--- config.mk ---
export PLATFORM = sky130hd
export DESIGN_NAME = psat_top
export DESIGN_NICKNAME = d
export VERILOG_FILES = /design/src/psat_pkg.sv /design/src/psat_alert_gate.sv /design/src/psat_top.sv
export VERILOG_INCLUDE_DIRS = /design/src
export SDC_FILE = /design/constraint.sdc
export NUM_CORES = 1
export LEC_CHECK = 0
export BUFFER_PORTS_ARGS = -buffer_cell sky130_fd_sc_hd__buf_2
export CAP_MARGIN = 40
export CORE_UTILIZATION = 61
export DETAILED_ROUTE_END_ITERATION = 8
export PLACE_DENSITY = 0.85
export SYNTH_ARGS = -nofsm -noshare
export SYNTH_HDL_FRONTEND = slang
export SYNTH_SLANG_ARGS = --single-unit
--- constraint.sdc ---
create_clock -name ref_clk_in -period 3.8 [get_ports ref_clk_in]
set_input_delay 0.19 -clock ref_clk_in [delete_from_list [all_inputs] [get_ports ref_clk_in]]
set_output_delay 0.19 -clock ref_clk_in [all_outputs]
set_load 0.01 [all_outputs]
--- src/psat_cfg.svh ---
`ifndef PSAT_CFG_SVH
`define PSAT_CFG_SVH

// ==========================================
// command codes
`define PSAT_CMD_ALERT_MASK    8'hdb
`define PSAT_CMD_LOOP_TUNING   8'hdf

// ==========================================
// lengths in bytes
`define PSAT_MASK_BYTES        4'h7
`define PSAT_TUNING_BYTES      4'h4

// ==========================================
// field positions
`define PSAT_INTEG_HI          31
`define PSAT_INTEG_LO          24
`define PSAT_RESID_HI          23
`define PSAT_RESID_LO          16
`define PSAT_GAIN_HI           15
`define PSAT_GAIN_LO           0
`define PSAT_UNUSED_STATUS     5

// ==========================================
// reset values
`define PSAT_MASK_RESET        56'h00_0000_0000_0000
`define PSAT_INTEG_RESET       8'h50
`define PSAT_RESID_RESET       8'h50
`define PSAT_GAIN_RESET        16'h010e

`endif

--- src/psat_pkg.sv ---
package psat_pkg;

   // one status byte per fault class
   typedef struct packed {
      logic [7:0] vendor;
      logic [7:0] unused;
      logic [7:0] cml;
      logic [7:0] temperature;
      logic [7:0] input_side;
      logic [7:0] iout;
      logic [7:0] vout;
   } psat_status_t;

   typedef struct packed {
      logic [7:0]  integral_gain;
      logic [7:0]  residual;
      logic [15:0] loop_gain;
   } psat_tuning_t;

   typedef enum logic [1:0] {
      PSAT_SEL_NONE,
      PSAT_SEL_MASK,
      PSAT_SEL_TUNING
   } psat_sel_t;

endpackage : psat_pkg

--- src/psat_alert_gate.sv ---
`timescale 1ns/100ps
`default_nettype none
`include "psat_cfg.svh"

module psat_alert_gate
   import psat_pkg::*;
(
   input  wire logic         ref_clk_in,
   input  wire logic         srst_in,
   input  wire psat_status_t fault_status_in,
   input  wire logic [55:0]  mask_in,
   output logic              fault_alert_out,
   output logic [6:0]        byte_alert_out
);

   logic [55:0] status_flat;
   logic [6:0]  next_byte_alert;

   assign status_flat = fault_status_in;

   // ==========================================
   // per status byte gating
   genvar g;
   generate
      for (g = 0; g < 7; g = g + 1) begin : g_byte
         if (g == `PSAT_UNUSED_STATUS) begin : g_unused
            assign next_byte_alert[g] = 1'b0;
         end else begin : g_used
            // masked bits still sit in status, only fault_alert_out and byte_alert_out are held off
            assign next_byte_alert[g] =
               |(status_flat[g*8 +: 8] & ~mask_in[g*8 +: 8]);
         end
      end
   endgenerate

   always_ff @(posedge ref_clk_in) begin
      if (srst_in) begin
         byte_alert_out  <= 7'h00;
         fault_alert_out <= 1'b0;
      end else begin
         byte_alert_out  <= next_byte_alert;
         fault_alert_out <= |next_byte_alert;
      end
   end

endmodule : psat_alert_gate

`default_nettype wire

--- src/psat_top.sv ---
`timescale 1ns/100ps
`default_nettype none
`include "psat_cfg.svh"

module psat_top
   import psat_pkg::*;
(
   input  wire logic         ref_clk_in,
   input  wire logic         srst_in,
   // command framing from the management engine
   input  wire logic         cmd_start_in,
   input  wire logic [7:0]   cmd_code_in,
   input  wire logic         wr_byte_valid_in,
   input  wire logic [7:0]   wr_byte_in,
   input  wire logic         wr_stop_in,
   input  wire logic         rd_start_in,
   input  wire logic         rd_byte_req_in,
   output logic [7:0]        rd_byte_out,
   output logic              rd_byte_valid_out,
   output logic              cmd_nack_out,
   output logic              wr_done_out,
   // default tuning derived from input and output voltage
   input  wire logic         dflt_load_in,
   input  wire logic [7:0]   dflt_residual_in,
   input  wire logic [15:0]  dflt_gain_in,
   // faults and results
   input  wire psat_status_t fault_status_in,
   output logic              fault_alert_out,
   output logic [6:0]        alert_byte_out,
   output psat_tuning_t      loop_tuning_out,
   output logic              host_override_out
);

   // ==========================================
   // storage
   logic [55:0]  alert_source_mask;
   psat_tuning_t loop_tuning_config;
   logic         host_override;
   psat_sel_t    wr_sel;
   logic [55:0]  wr_shadow;
   logic [3:0]   wr_count;
   logic         wr_overrun;
   logic [55:0]  rd_shift;
   logic [3:0]   rd_left;

   psat_sel_t    next_sel;
   logic         commit_mask;
   logic         commit_tuning;
   logic         bad_length;

   always_comb begin
      unique case (cmd_code_in)
         `PSAT_CMD_ALERT_MASK:  next_sel = PSAT_SEL_MASK;
         `PSAT_CMD_LOOP_TUNING: next_sel = PSAT_SEL_TUNING;
         default:               next_sel = PSAT_SEL_NONE;
      endcase
   end

   // ==========================================
   // write framing, bytes arrive low byte first
   always_ff @(posedge ref_clk_in) begin
      if (srst_in) begin
         wr_sel <= PSAT_SEL_NONE;
      end else if (cmd_start_in) begin
         wr_sel <= next_sel;
      end else if (wr_stop_in) begin
         wr_sel <= PSAT_SEL_NONE;
      end
   end

   always_ff @(posedge ref_clk_in) begin
      if (srst_in) begin
         wr_shadow  <= 56'h0;
         wr_count   <= 4'h0;
         wr_overrun <= 1'b0;
      end else if (cmd_start_in) begin
         wr_shadow  <= 56'h0;
         wr_count   <= 4'h0;
         wr_overrun <= 1'b0;
      end else if (wr_byte_valid_in) begin
         if (wr_count < `PSAT_MASK_BYTES) begin
            wr_shadow[wr_count*8 +: 8] <= wr_byte_in;
            wr_count                   <= wr_count + 4'h1;
         end else begin
            // extra bytes would wrap onto low bytes; refuse the frame
            wr_overrun <= 1'b1;
         end
      end
   end

   // a short or long frame never half-updates a register
   assign commit_mask   = wr_stop_in && (wr_sel == PSAT_SEL_MASK) && !wr_overrun
                          && (wr_count == `PSAT_MASK_BYTES);
   assign commit_tuning = wr_stop_in && (wr_sel == PSAT_SEL_TUNING) && !wr_overrun
                          && (wr_count == `PSAT_TUNING_BYTES);
   assign bad_length    = wr_stop_in && (wr_sel != PSAT_SEL_NONE)
                          && !commit_mask && !commit_tuning;

   // ==========================================
   // alert source mask
   always_ff @(posedge ref_clk_in) begin
      if (srst_in) begin
         alert_source_mask <= `PSAT_MASK_RESET;
      end else if (commit_mask) begin
         alert_source_mask <= wr_shadow;
      end
   end

   // ==========================================
   // loop tuning
   always_ff @(posedge ref_clk_in) begin
      if (srst_in) begin
         loop_tuning_config.integral_gain <= `PSAT_INTEG_RESET;
         loop_tuning_config.residual      <= `PSAT_RESID_RESET;
         loop_tuning_config.loop_gain     <= `PSAT_GAIN_RESET;
      end else if (commit_tuning) begin
         // values outside the typical span are stored as written
         loop_tuning_config.integral_gain <=
            wr_shadow[`PSAT_INTEG_HI:`PSAT_INTEG_LO];
         loop_tuning_config.residual      <=
            wr_shadow[`PSAT_RESID_HI:`PSAT_RESID_LO];
         loop_tuning_config.loop_gain     <=
            wr_shadow[`PSAT_GAIN_HI:`PSAT_GAIN_LO];
      end else if (dflt_load_in && !host_override) begin
         loop_tuning_config.residual  <= dflt_residual_in;
         loop_tuning_config.loop_gain <= dflt_gain_in;
      end
   end

   // once the host has written, derived defaults no longer apply
   always_ff @(posedge ref_clk_in) begin
      if (srst_in) begin
         host_override <= 1'b0;
      end else if (commit_tuning) begin
         host_override <= 1'b1;
      end
   end

   // ==========================================
   // read framing, low byte first
   always_ff @(posedge ref_clk_in) begin
      if (srst_in) begin
         rd_shift <= 56'h0;
         rd_left  <= 4'h0;
      end else if (rd_start_in) begin
         unique case (next_sel)
            PSAT_SEL_MASK: begin
               rd_shift <= alert_source_mask;
               rd_left  <= `PSAT_MASK_BYTES;
            end
            PSAT_SEL_TUNING: begin
               rd_shift <= {24'h0, loop_tuning_config};
               rd_left  <= `PSAT_TUNING_BYTES;
            end
            PSAT_SEL_NONE: begin
               rd_shift <= 56'h0;
               rd_left  <= 4'h0;
            end
         endcase
      end else if (rd_byte_req_in && (rd_left != 4'h0)) begin
         rd_shift <= {8'h00, rd_shift[55:8]};
         rd_left  <= rd_left - 4'h1;
      end
   end

   always_ff @(posedge ref_clk_in) begin
      if (srst_in) begin
         rd_byte_out       <= 8'h00;
         rd_byte_valid_out <= 1'b0;
      end else begin
         rd_byte_valid_out <= rd_byte_req_in && !rd_start_in && (rd_left != 4'h0);
         // past the end the host reads zero filler
         rd_byte_out       <= (rd_byte_req_in && !rd_start_in && (rd_left != 4'h0))
                              ? rd_shift[7:0] : 8'h00;
      end
   end

   // ==========================================
   // command status
   always_ff @(posedge ref_clk_in) begin
      if (srst_in) begin
         cmd_nack_out <= 1'b0;
         wr_done_out  <= 1'b0;
      end else begin
         cmd_nack_out <= ((cmd_start_in || rd_start_in) && (next_sel == PSAT_SEL_NONE))
                         || bad_length;
         wr_done_out  <= commit_mask || commit_tuning;
      end
   end

   // ==========================================
   // alert gating
   psat_alert_gate u_gate (
      .ref_clk_in      (ref_clk_in),
      .srst_in         (srst_in),
      .fault_status_in (fault_status_in),
      .mask_in         (alert_source_mask),
      .fault_alert_out (fault_alert_out),
      .byte_alert_out  (alert_byte_out)
   );

   assign loop_tuning_out   = loop_tuning_config;
   assign host_override_out = host_override;

endmodule : psat_top

`default_nettype wire

==> results of run 1 <==
[sequential cells by signal (all words and copies together) (netlist names)]
| register | cells |
|---|---|
| u_gate.fault_alert_out | 1 |
| u_gate.byte_alert_out | 6 |
| wr_done_out | 1 |
| rd_left | 4 |
| wr_shadow | 56 |
| cmd_nack_out | 1 |
| alert_source_mask | 56 |
| loop_tuning_out | 32 |
| wr_sel | 2 |
| rd_shift | 56 |
| rd_byte_valid_out | 1 |
| wr_count | 4 |
| rd_byte_out | 8 |
| wr_overrun | 1 |
| host_override_out | 1 |
[cell usage in the layout, fill, tap and decap left out, types with 8 or more instances in the layout]
| cell | n |
|---|---|
| sky130_fd_sc_hd__dfxtp_1 | 230 |
| sky130_fd_sc_hd__a21oi_1 | 163 |
| sky130_fd_sc_hd__nand2_1 | 151 |
| sky130_fd_sc_hd__buf_2 | 146 |
| sky130_fd_sc_hd__o21ai_0 | 88 |
| sky130_fd_sc_hd__nor2_1 | 66 |
| sky130_fd_sc_hd__inv_1 | 40 |
| sky130_fd_sc_hd__a22oi_1 | 35 |
| sky130_fd_sc_hd__a211oi_1 | 32 |
| sky130_fd_sc_hd__nand3_1 | 32 |
| sky130_fd_sc_hd__and3_1 | 30 |
| sky130_fd_sc_hd__nand4_1 | 29 |
| sky130_fd_sc_hd__nand2b_1 | 25 |
| sky130_fd_sc_hd__clkbuf_16 | 25 |
| sky130_fd_sc_hd__a21boi_0 | 22 |
| sky130_fd_sc_hd__mux2i_1 | 18 |
| sky130_fd_sc_hd__buf_4 | 14 |
| sky130_fd_sc_hd__o31ai_1 | 13 |
| sky130_fd_sc_hd__a211oi_2 | 12 |
| sky130_fd_sc_hd__nor3b_1 | 11 |
| sky130_fd_sc_hd__and2_1 | 9 |
| sky130_fd_sc_hd__o2111ai_1 | 9 |
| sky130_fd_sc_hd__dlygate4sd3_1 | 9 |
| sky130_fd_sc_hd__nor3_1 | 8 |
| sky130_fd_sc_hd__o22ai_1 | 8 |
[worst paths after layout]
check        slack (ns)                start  cells past startpoint               endpoint
max reg2reg        1.21          wr_count[2]                      6          wr_shadow[46]
min                0.02  dflt_residual_in[3]                      3    loop_tuning_out[19]
max                1.21          wr_count[2]                      6          wr_shadow[46]
min reg2reg        0.45        wr_shadow[51]                      2  alert_source_mask[51]
[power by group]
| group | switching [W] | internal [W] |
|---|---|---|
| sequential | 0.0000310 | 0.00246 |
| combinational | 0.000275 | 0.000153 |
| clock | 0.000956 | 0.00133 |
[through the flow]
| stage | instances | util (%) | setup WS (ns) | total power [W] |
|---|---|---|---|---|
| floorplan | 1214 | - | 1.54 | 0.00280 |
| global placement | 1491 | 67.4 | 1.26 | 0.00293 |
| detailed placement | 1495 | 67.8 | 1.25 | 0.00295 |
| CTS | 1547 | 73.1 | 1.24 | 0.00520 |
| global route | 1547 | 73.1 | 1.03 | 0.00535 |
| finish | 1547 | 73.1 | 1.21 | 0.00520 |
[final cells by class]
class | count | area, um2 | area share, %
multi-input cells | 844 | 4980 | 42.2
repair buffers | 173 | 1010 | 8.60
inverters | 41 | 154 | 1.31
flip-flops and latches | 230 | 4600 | 39.1
clock inverters | 8 | 68.8 | 0.584
well taps | 216 | 270 | 2.29
clock buffers | 35 | 693 | 5.88
[cell families after synthesis]
group	synth area share, %
XOR/XNOR	0.773
AND/OR/NAND/NOR	20.4
AO/OA/AOI/OAI	24.8
other	0.0368
adder cells (fa/ha/maj)	0.736
buffers and inverters	6.27
multiplexers	1.77
flip-flops	45.2
[layer usage]
metal	vias up	global-route usage, %	routed length (um)
met5	-	0	0
met4	0	12.3	915
met3	75	4.98	2440
met2	444	55.8	14400
met1	4614	45.1	12100
li1	4512	-	-
[worst min-delay path, stage by stage]
cell and delay [ns]:
sky130_fd_sc_hd__buf_2 0.09, sky130_fd_sc_hd__mux2i_1 0.12, sky130_fd_sc_hd__a211oi_1 0.08
[timing repair]
item                       4_1_cts  5_1_grt
hold endpoints to repair         9        0
setup endpoints to repair        0        0
hold buffers                     9        0
==> impl_metrics.env, run 1 <==
export IMPL_run_status="completed"
export IMPL_clkSinkCount=230
export IMPL_grt_max_degree=86
export IMPL_h_tree_depth=1
export IMPL_syn_area_cell_um2=8.40
export IMPL_clockBufferDepth=3
export IMPL_vias=9645
export IMPL_tightest_slew_ns=0.899
export IMPL_final_setup_viol_count=0
export IMPL_hold_slack_ns=0.0194
export IMPL_groute_usage_overall_pct=33.8
export IMPL_tritoncts="done"
export IMPL_synth_top_cell_by_area="sky130_fd_sc_hd__dfxtp_1"
export IMPL_dieArea_um2=17200
export IMPL_fin_setup_tns_ns=0
export IMPL_power_static_leakage_nw=4.45
export IMPL_port_buffer_count=146
export IMPL_final_fill_count=1243
export IMPL_dieWidth_um=131
export IMPL_place_hpwl_um=20200
export IMPL_wl_um=29900
export IMPL_timing_critical_path_buf_inv=1
export IMPL_worst_skew_pair_late_latency_ns=0.51
export IMPL_route_detailed_wl_per_inst_um=19.3
export IMPL_mappedNetlistNets=1324
export IMPL_clockRootBuffer="sky130_fd_sc_hd__clkbuf_16"
export IMPL_drt_first_pass_iters=6
export IMPL_vdd_ir_drop_max_v=0.000394
export IMPL_remaining_drc_errors=0
export IMPL_drt_vias_per_instance=6.23
export IMPL_final_count_of_hold_timing_violations=0
export IMPL_end_kind="register"
export IMPL_core_area_um2=16100
export IMPL_timing_critical_path_slowest_cell_delay_ns=0.75
export IMPL_slew_viol_final=0
export IMPL_synth_largest_type_area_fraction_pct=45.2
export IMPL_post_cts_setup_buffer_count=0
export IMPL_timing_worst_setup_path_type="register to register"
export IMPL_grt_antenna_before_repair=0
export IMPL_place_gp_congestion=0.944
export IMPL_min_period_over_period_pct=68.3
export IMPL_timing_critical_path_max_delay_family="simple AND/OR/NAND/NOR gates"
export IMPL_cp_required_ns=4.25
export IMPL_yosys_top_cells_area="sky130_fd_sc_hd__dfxtp_1 (45%), sky130_fd_sc_hd__a21oi_1 (8.0%), sky130_fd_sc_hd__nand2_1 (5.6%)"
export IMPL_post_route_cell_area_um2=11800
export IMPL_start_kind="register"
export IMPL_rows=46
export IMPL_worst_endpoint_arrival_ns=3.04
export IMPL_synth_cell_area_um2=10200
export IMPL_initial_utilization_pct=63.3
export IMPL_postSynthRegisterBits=230
export IMPL_globalRoute_totalOverflow=0
export IMPL_number_of_flops_mapped_to_enable_cells_by_yosys=0
export IMPL_worst_slew_margin_rel_pct=40.0
export IMPL_antenna_violating_nets_post_route=0
export IMPL_post_synth_inst_count=1214
export IMPL_yosys_cell_types_count=62
export IMPL_cts_buffers=24
export IMPL_placement_cell_area_um2=10900
export IMPL_max_freq_mhz=385
export IMPL_insertedDiodeCount=0
export IMPL_die_height_um=131
export IMPL_critical_path_peak_fanout=14
export IMPL_area_delta_synth_final_pct=15.5
export IMPL_grt_pass1_vias=8889
export IMPL_netlist_top_cells_count="sky130_fd_sc_hd__dfxtp_1 (230), sky130_fd_sc_hd__a21oi_1 (163), sky130_fd_sc_hd__nand2_1 (151)"
export IMPL_most_used_standard_cell_by_instance_count_after_synthesis="sky130_fd_sc_hd__dfxtp_1"
export IMPL_worstPathCellList="nor3_1, ha_1, inv_1, nor4_4, nand4_1, a21oi_1"
export IMPL_ys_async_sr_fraction_pct=0
export IMPL_wire_length_of_the_first_global_routing_pass_um=46900
export IMPL_finalNetCount=1424
export IMPL_clk_transition_reported_paths_ns=0.06
export IMPL_clock_skew_final_ns=0.0128
export IMPL_io_pin_count=156
export IMPL_post_route_cells_drive_above_1_share_pct=18.3
export IMPL_drt_iter0_markers=985
export IMPL_rsz0062_at_grt="false"
export IMPL_power_density_nw_per_um2=442
export IMPL_yosysWarningCount=0
export IMPL_crit_path_top_delay_cell="sky130_fd_sc_hd__dfxtp_1"
export IMPL_synth_ff_type="sky130_fd_sc_hd__dfxtp_1"
export IMPL_synth_sequential_area_ratio_pct=45.2
export IMPL_max_cap_viols=0
export IMPL_worst_hold_path_type="primary input to register"
export IMPL_finalCriticalPeriod_ns=2.59
export IMPL_post_cts_resized=0
Power figures use the tool's default switching activity.
==> inputs of run 2 (changes only) <==
--- a/config.mk
+++ b/config.mk
@@ -8,9 +8,9 @@
 export LEC_CHECK = 0
 export BUFFER_PORTS_ARGS = -buffer_cell sky130_fd_sc_hd__buf_2
 export CAP_MARGIN = 40
-export CORE_UTILIZATION = 61
+export CORE_UTILIZATION = 57
 export DETAILED_ROUTE_END_ITERATION = 8
-export PLACE_DENSITY = 0.85
+export PLACE_DENSITY = 0.8
 export SYNTH_ARGS = -nofsm -noshare
 export SYNTH_HDL_FRONTEND = slang
 export SYNTH_SLANG_ARGS = --single-unit
==> constraint.sdc (replaced) <==
create_clock -name ref_clk_in -period 2.6 [get_ports ref_clk_in]
set_input_delay 0.13 -clock ref_clk_in [delete_from_list [all_inputs] [get_ports ref_clk_in]]
set_output_delay 0.13 -clock ref_clk_in [all_outputs]
set_load 0.01 [all_outputs]
==> run 2 against run 1 <==
The flow now finishes with violations (negative hold slack); worst setup slack worse by 0.85 ns; sequential cell count unchanged; via count up 0.58%; clock power is 56% higher; worst hold slack got worse by 0.027 ns; critical path depth is the same; critical path type unchanged; largest cell class unchanged; largest power group unchanged.
==> impl_metrics.env, run 2 (synthesis gave the netlist of run 1 again) <==
export IMPL_worst_skew_pair_late_latency_ns=0.52
export IMPL_grt_pass1_vias=8841
export IMPL_vias=9701
export IMPL_clkSinkCount=230
export IMPL_layout_common_cells="sky130_fd_sc_hd__dfxtp_1 (230), sky130_fd_sc_hd__a21oi_1 (163), sky130_fd_sc_hd__nand2_1 (151)"
export IMPL_vdd_ir_drop_max_v=0.000523
export IMPL_io_pin_count=156
export IMPL_max_freq_mhz=446
export IMPL_clockBufferDepth=3
export IMPL_drt_vias_per_instance=6.10
export IMPL_rows=48
export IMPL_insertedDiodeCount=0
export IMPL_worst_hold_path_type="primary input to register"
export IMPL_worst_slew_margin_rel_pct=46.0
export IMPL_timing_worst_setup_path_type="register to register"
export IMPL_power_static_leakage_nw=4.62
export IMPL_grt_antenna_before_repair=0
export IMPL_drt_first_pass_iters=6
export IMPL_groute_usage_overall_pct=33.0
export IMPL_violations="negative hold slack"
export IMPL_cts_buffers=24
export IMPL_tritoncts="done"
export IMPL_remaining_drc_errors=0
export IMPL_post_cts_resized=0
export IMPL_place_hpwl_um=20700
export IMPL_globalRoute_totalOverflow=0
export IMPL_port_buffer_count=146
export IMPL_layout_setup_ws_ns=0.356
export IMPL_clock_skew_final_ns=0.00910
export IMPL_slew_viol_final=0
export IMPL_final_count_of_hold_timing_violations=1
export IMPL_place_gp_congestion=0.954
export IMPL_start_kind="register"
export IMPL_place_worst_setup_slack_ns=0.450
export IMPL_rsz0062_at_grt="false"
export IMPL_dieWidth_um=136
export IMPL_h_tree_depth=1
export IMPL_critical_path_peak_fanout=8
export IMPL_finalCriticalPeriod_ns=2.24
export IMPL_route_detailed_wl_per_inst_um=19.1
export IMPL_total_power_w=0.00787
export IMPL_final_core_utilization_pct=69.9
export IMPL_antenna_violating_nets_post_route=0
export IMPL_drt_iter0_markers=1059
export IMPL_tightest_slew_ns=0.803
export IMPL_core_area_um2=17400
export IMPL_min_period_over_period_pct=86.3
export IMPL_layout_top_registers="alert_source_mask (56), rd_shift (56), wr_shadow (56)"
export IMPL_end_kind="register"
export IMPL_hold_slack_ns=-0.00734
export IMPL_most_common_library_cell_in_the_layout_ignoring_fill_and_taps="sky130_fd_sc_hd__dfxtp_1"
export IMPL_wire_length_of_the_first_global_routing_pass_um=47500
export IMPL_initial_utilization_pct=58.7
export IMPL_grt_max_degree=65
export IMPL_clk_transition_reported_paths_ns=0.07
export IMPL_area_delta_synth_final_pct=19.0
export IMPL_clockRootBuffer="sky130_fd_sc_hd__clkbuf_16"
export IMPL_power_density_nw_per_um2=648
export IMPL_cp_required_ns=2.97
export IMPL_wl_um=30300
export IMPL_max_cap_viols=0
export IMPL_post_route_cells_drive_above_1_share_pct=18.9
export IMPL_dieArea_um2=18400
export IMPL_die_height_um=136
export IMPL_run_status="finished, violations left"
export IMPL_final_setup_viol_count=0
export IMPL_fin_setup_tns_ns=0
export IMPL_worst_endpoint_arrival_ns=2.62
export IMPL_finalNetCount=1460
run 2: path summary, 6_finish.rpt:
kind	from	endpoint	slack, ns	depth (start not counted)
worst min-delay path	dflt_gain_in[15]	loop_tuning_out[15]	-0.007	3
worst max register to register	wr_count[0]	wr_shadow[4]	0.36	6
worst min register to register	wr_shadow[44]	alert_source_mask[44]	0.45	2
worst max-delay path	wr_count[0]	wr_shadow[4]	0.36	6
run 2: what timing repair did:
action                     4_1_cts  5_1_grt
hold endpoints to repair        47        0
setup endpoints to repair        0        0
hold buffers                    31        0
buffers inserted                 0        0
run 2: critical path: stages, from the launching register on:
cell and delay [ns]:
sky130_fd_sc_hd__dfxtp_1 0.38, sky130_fd_sc_hd__inv_1 0.13, sky130_fd_sc_hd__ha_1 0.42, sky130_fd_sc_hd__nor4b_1 0.54, sky130_fd_sc_hd__nand2_1 0.28, sky130_fd_sc_hd__o21ai_0 0.24, sky130_fd_sc_hd__a21oi_1 0.10
run 2: cell type report:
cell class	count	area (um2)
fillers	1415	5230
flip-flops and latches	230	4600
inverters	41	154
clock buffers	34	699
clock inverters	8	119
repair buffers	209	1300
well taps	225	282
multi-input cells	844	4980
run 2: per-stage QoR:
step / area (um2) / instances
finish: 12100 / 1591
global route: 12100 / 1591
CTS: 12100 / 1591
detailed placement: 11000 / 1518
global placement: 11000 / 1518
floorplan: 10200 / 1214
run 2: where the power goes:
part | internal [W] | switching [W]
Combinational | 0.000249 | 0.000412
Clock | 0.00216 | 0.00141
Sequential | 0.00359 | 0.0000448
Total | 0.00600 | 0.00186
run 2: metal layers:
metal	GRT usage, %	vias up	wire, um
met5	0	-	0
met1	45.0	4637	12800
li1	-	4577	-
met3	4.34	66	2310
met2	53.8	421	14300
met4	11.1	0	962
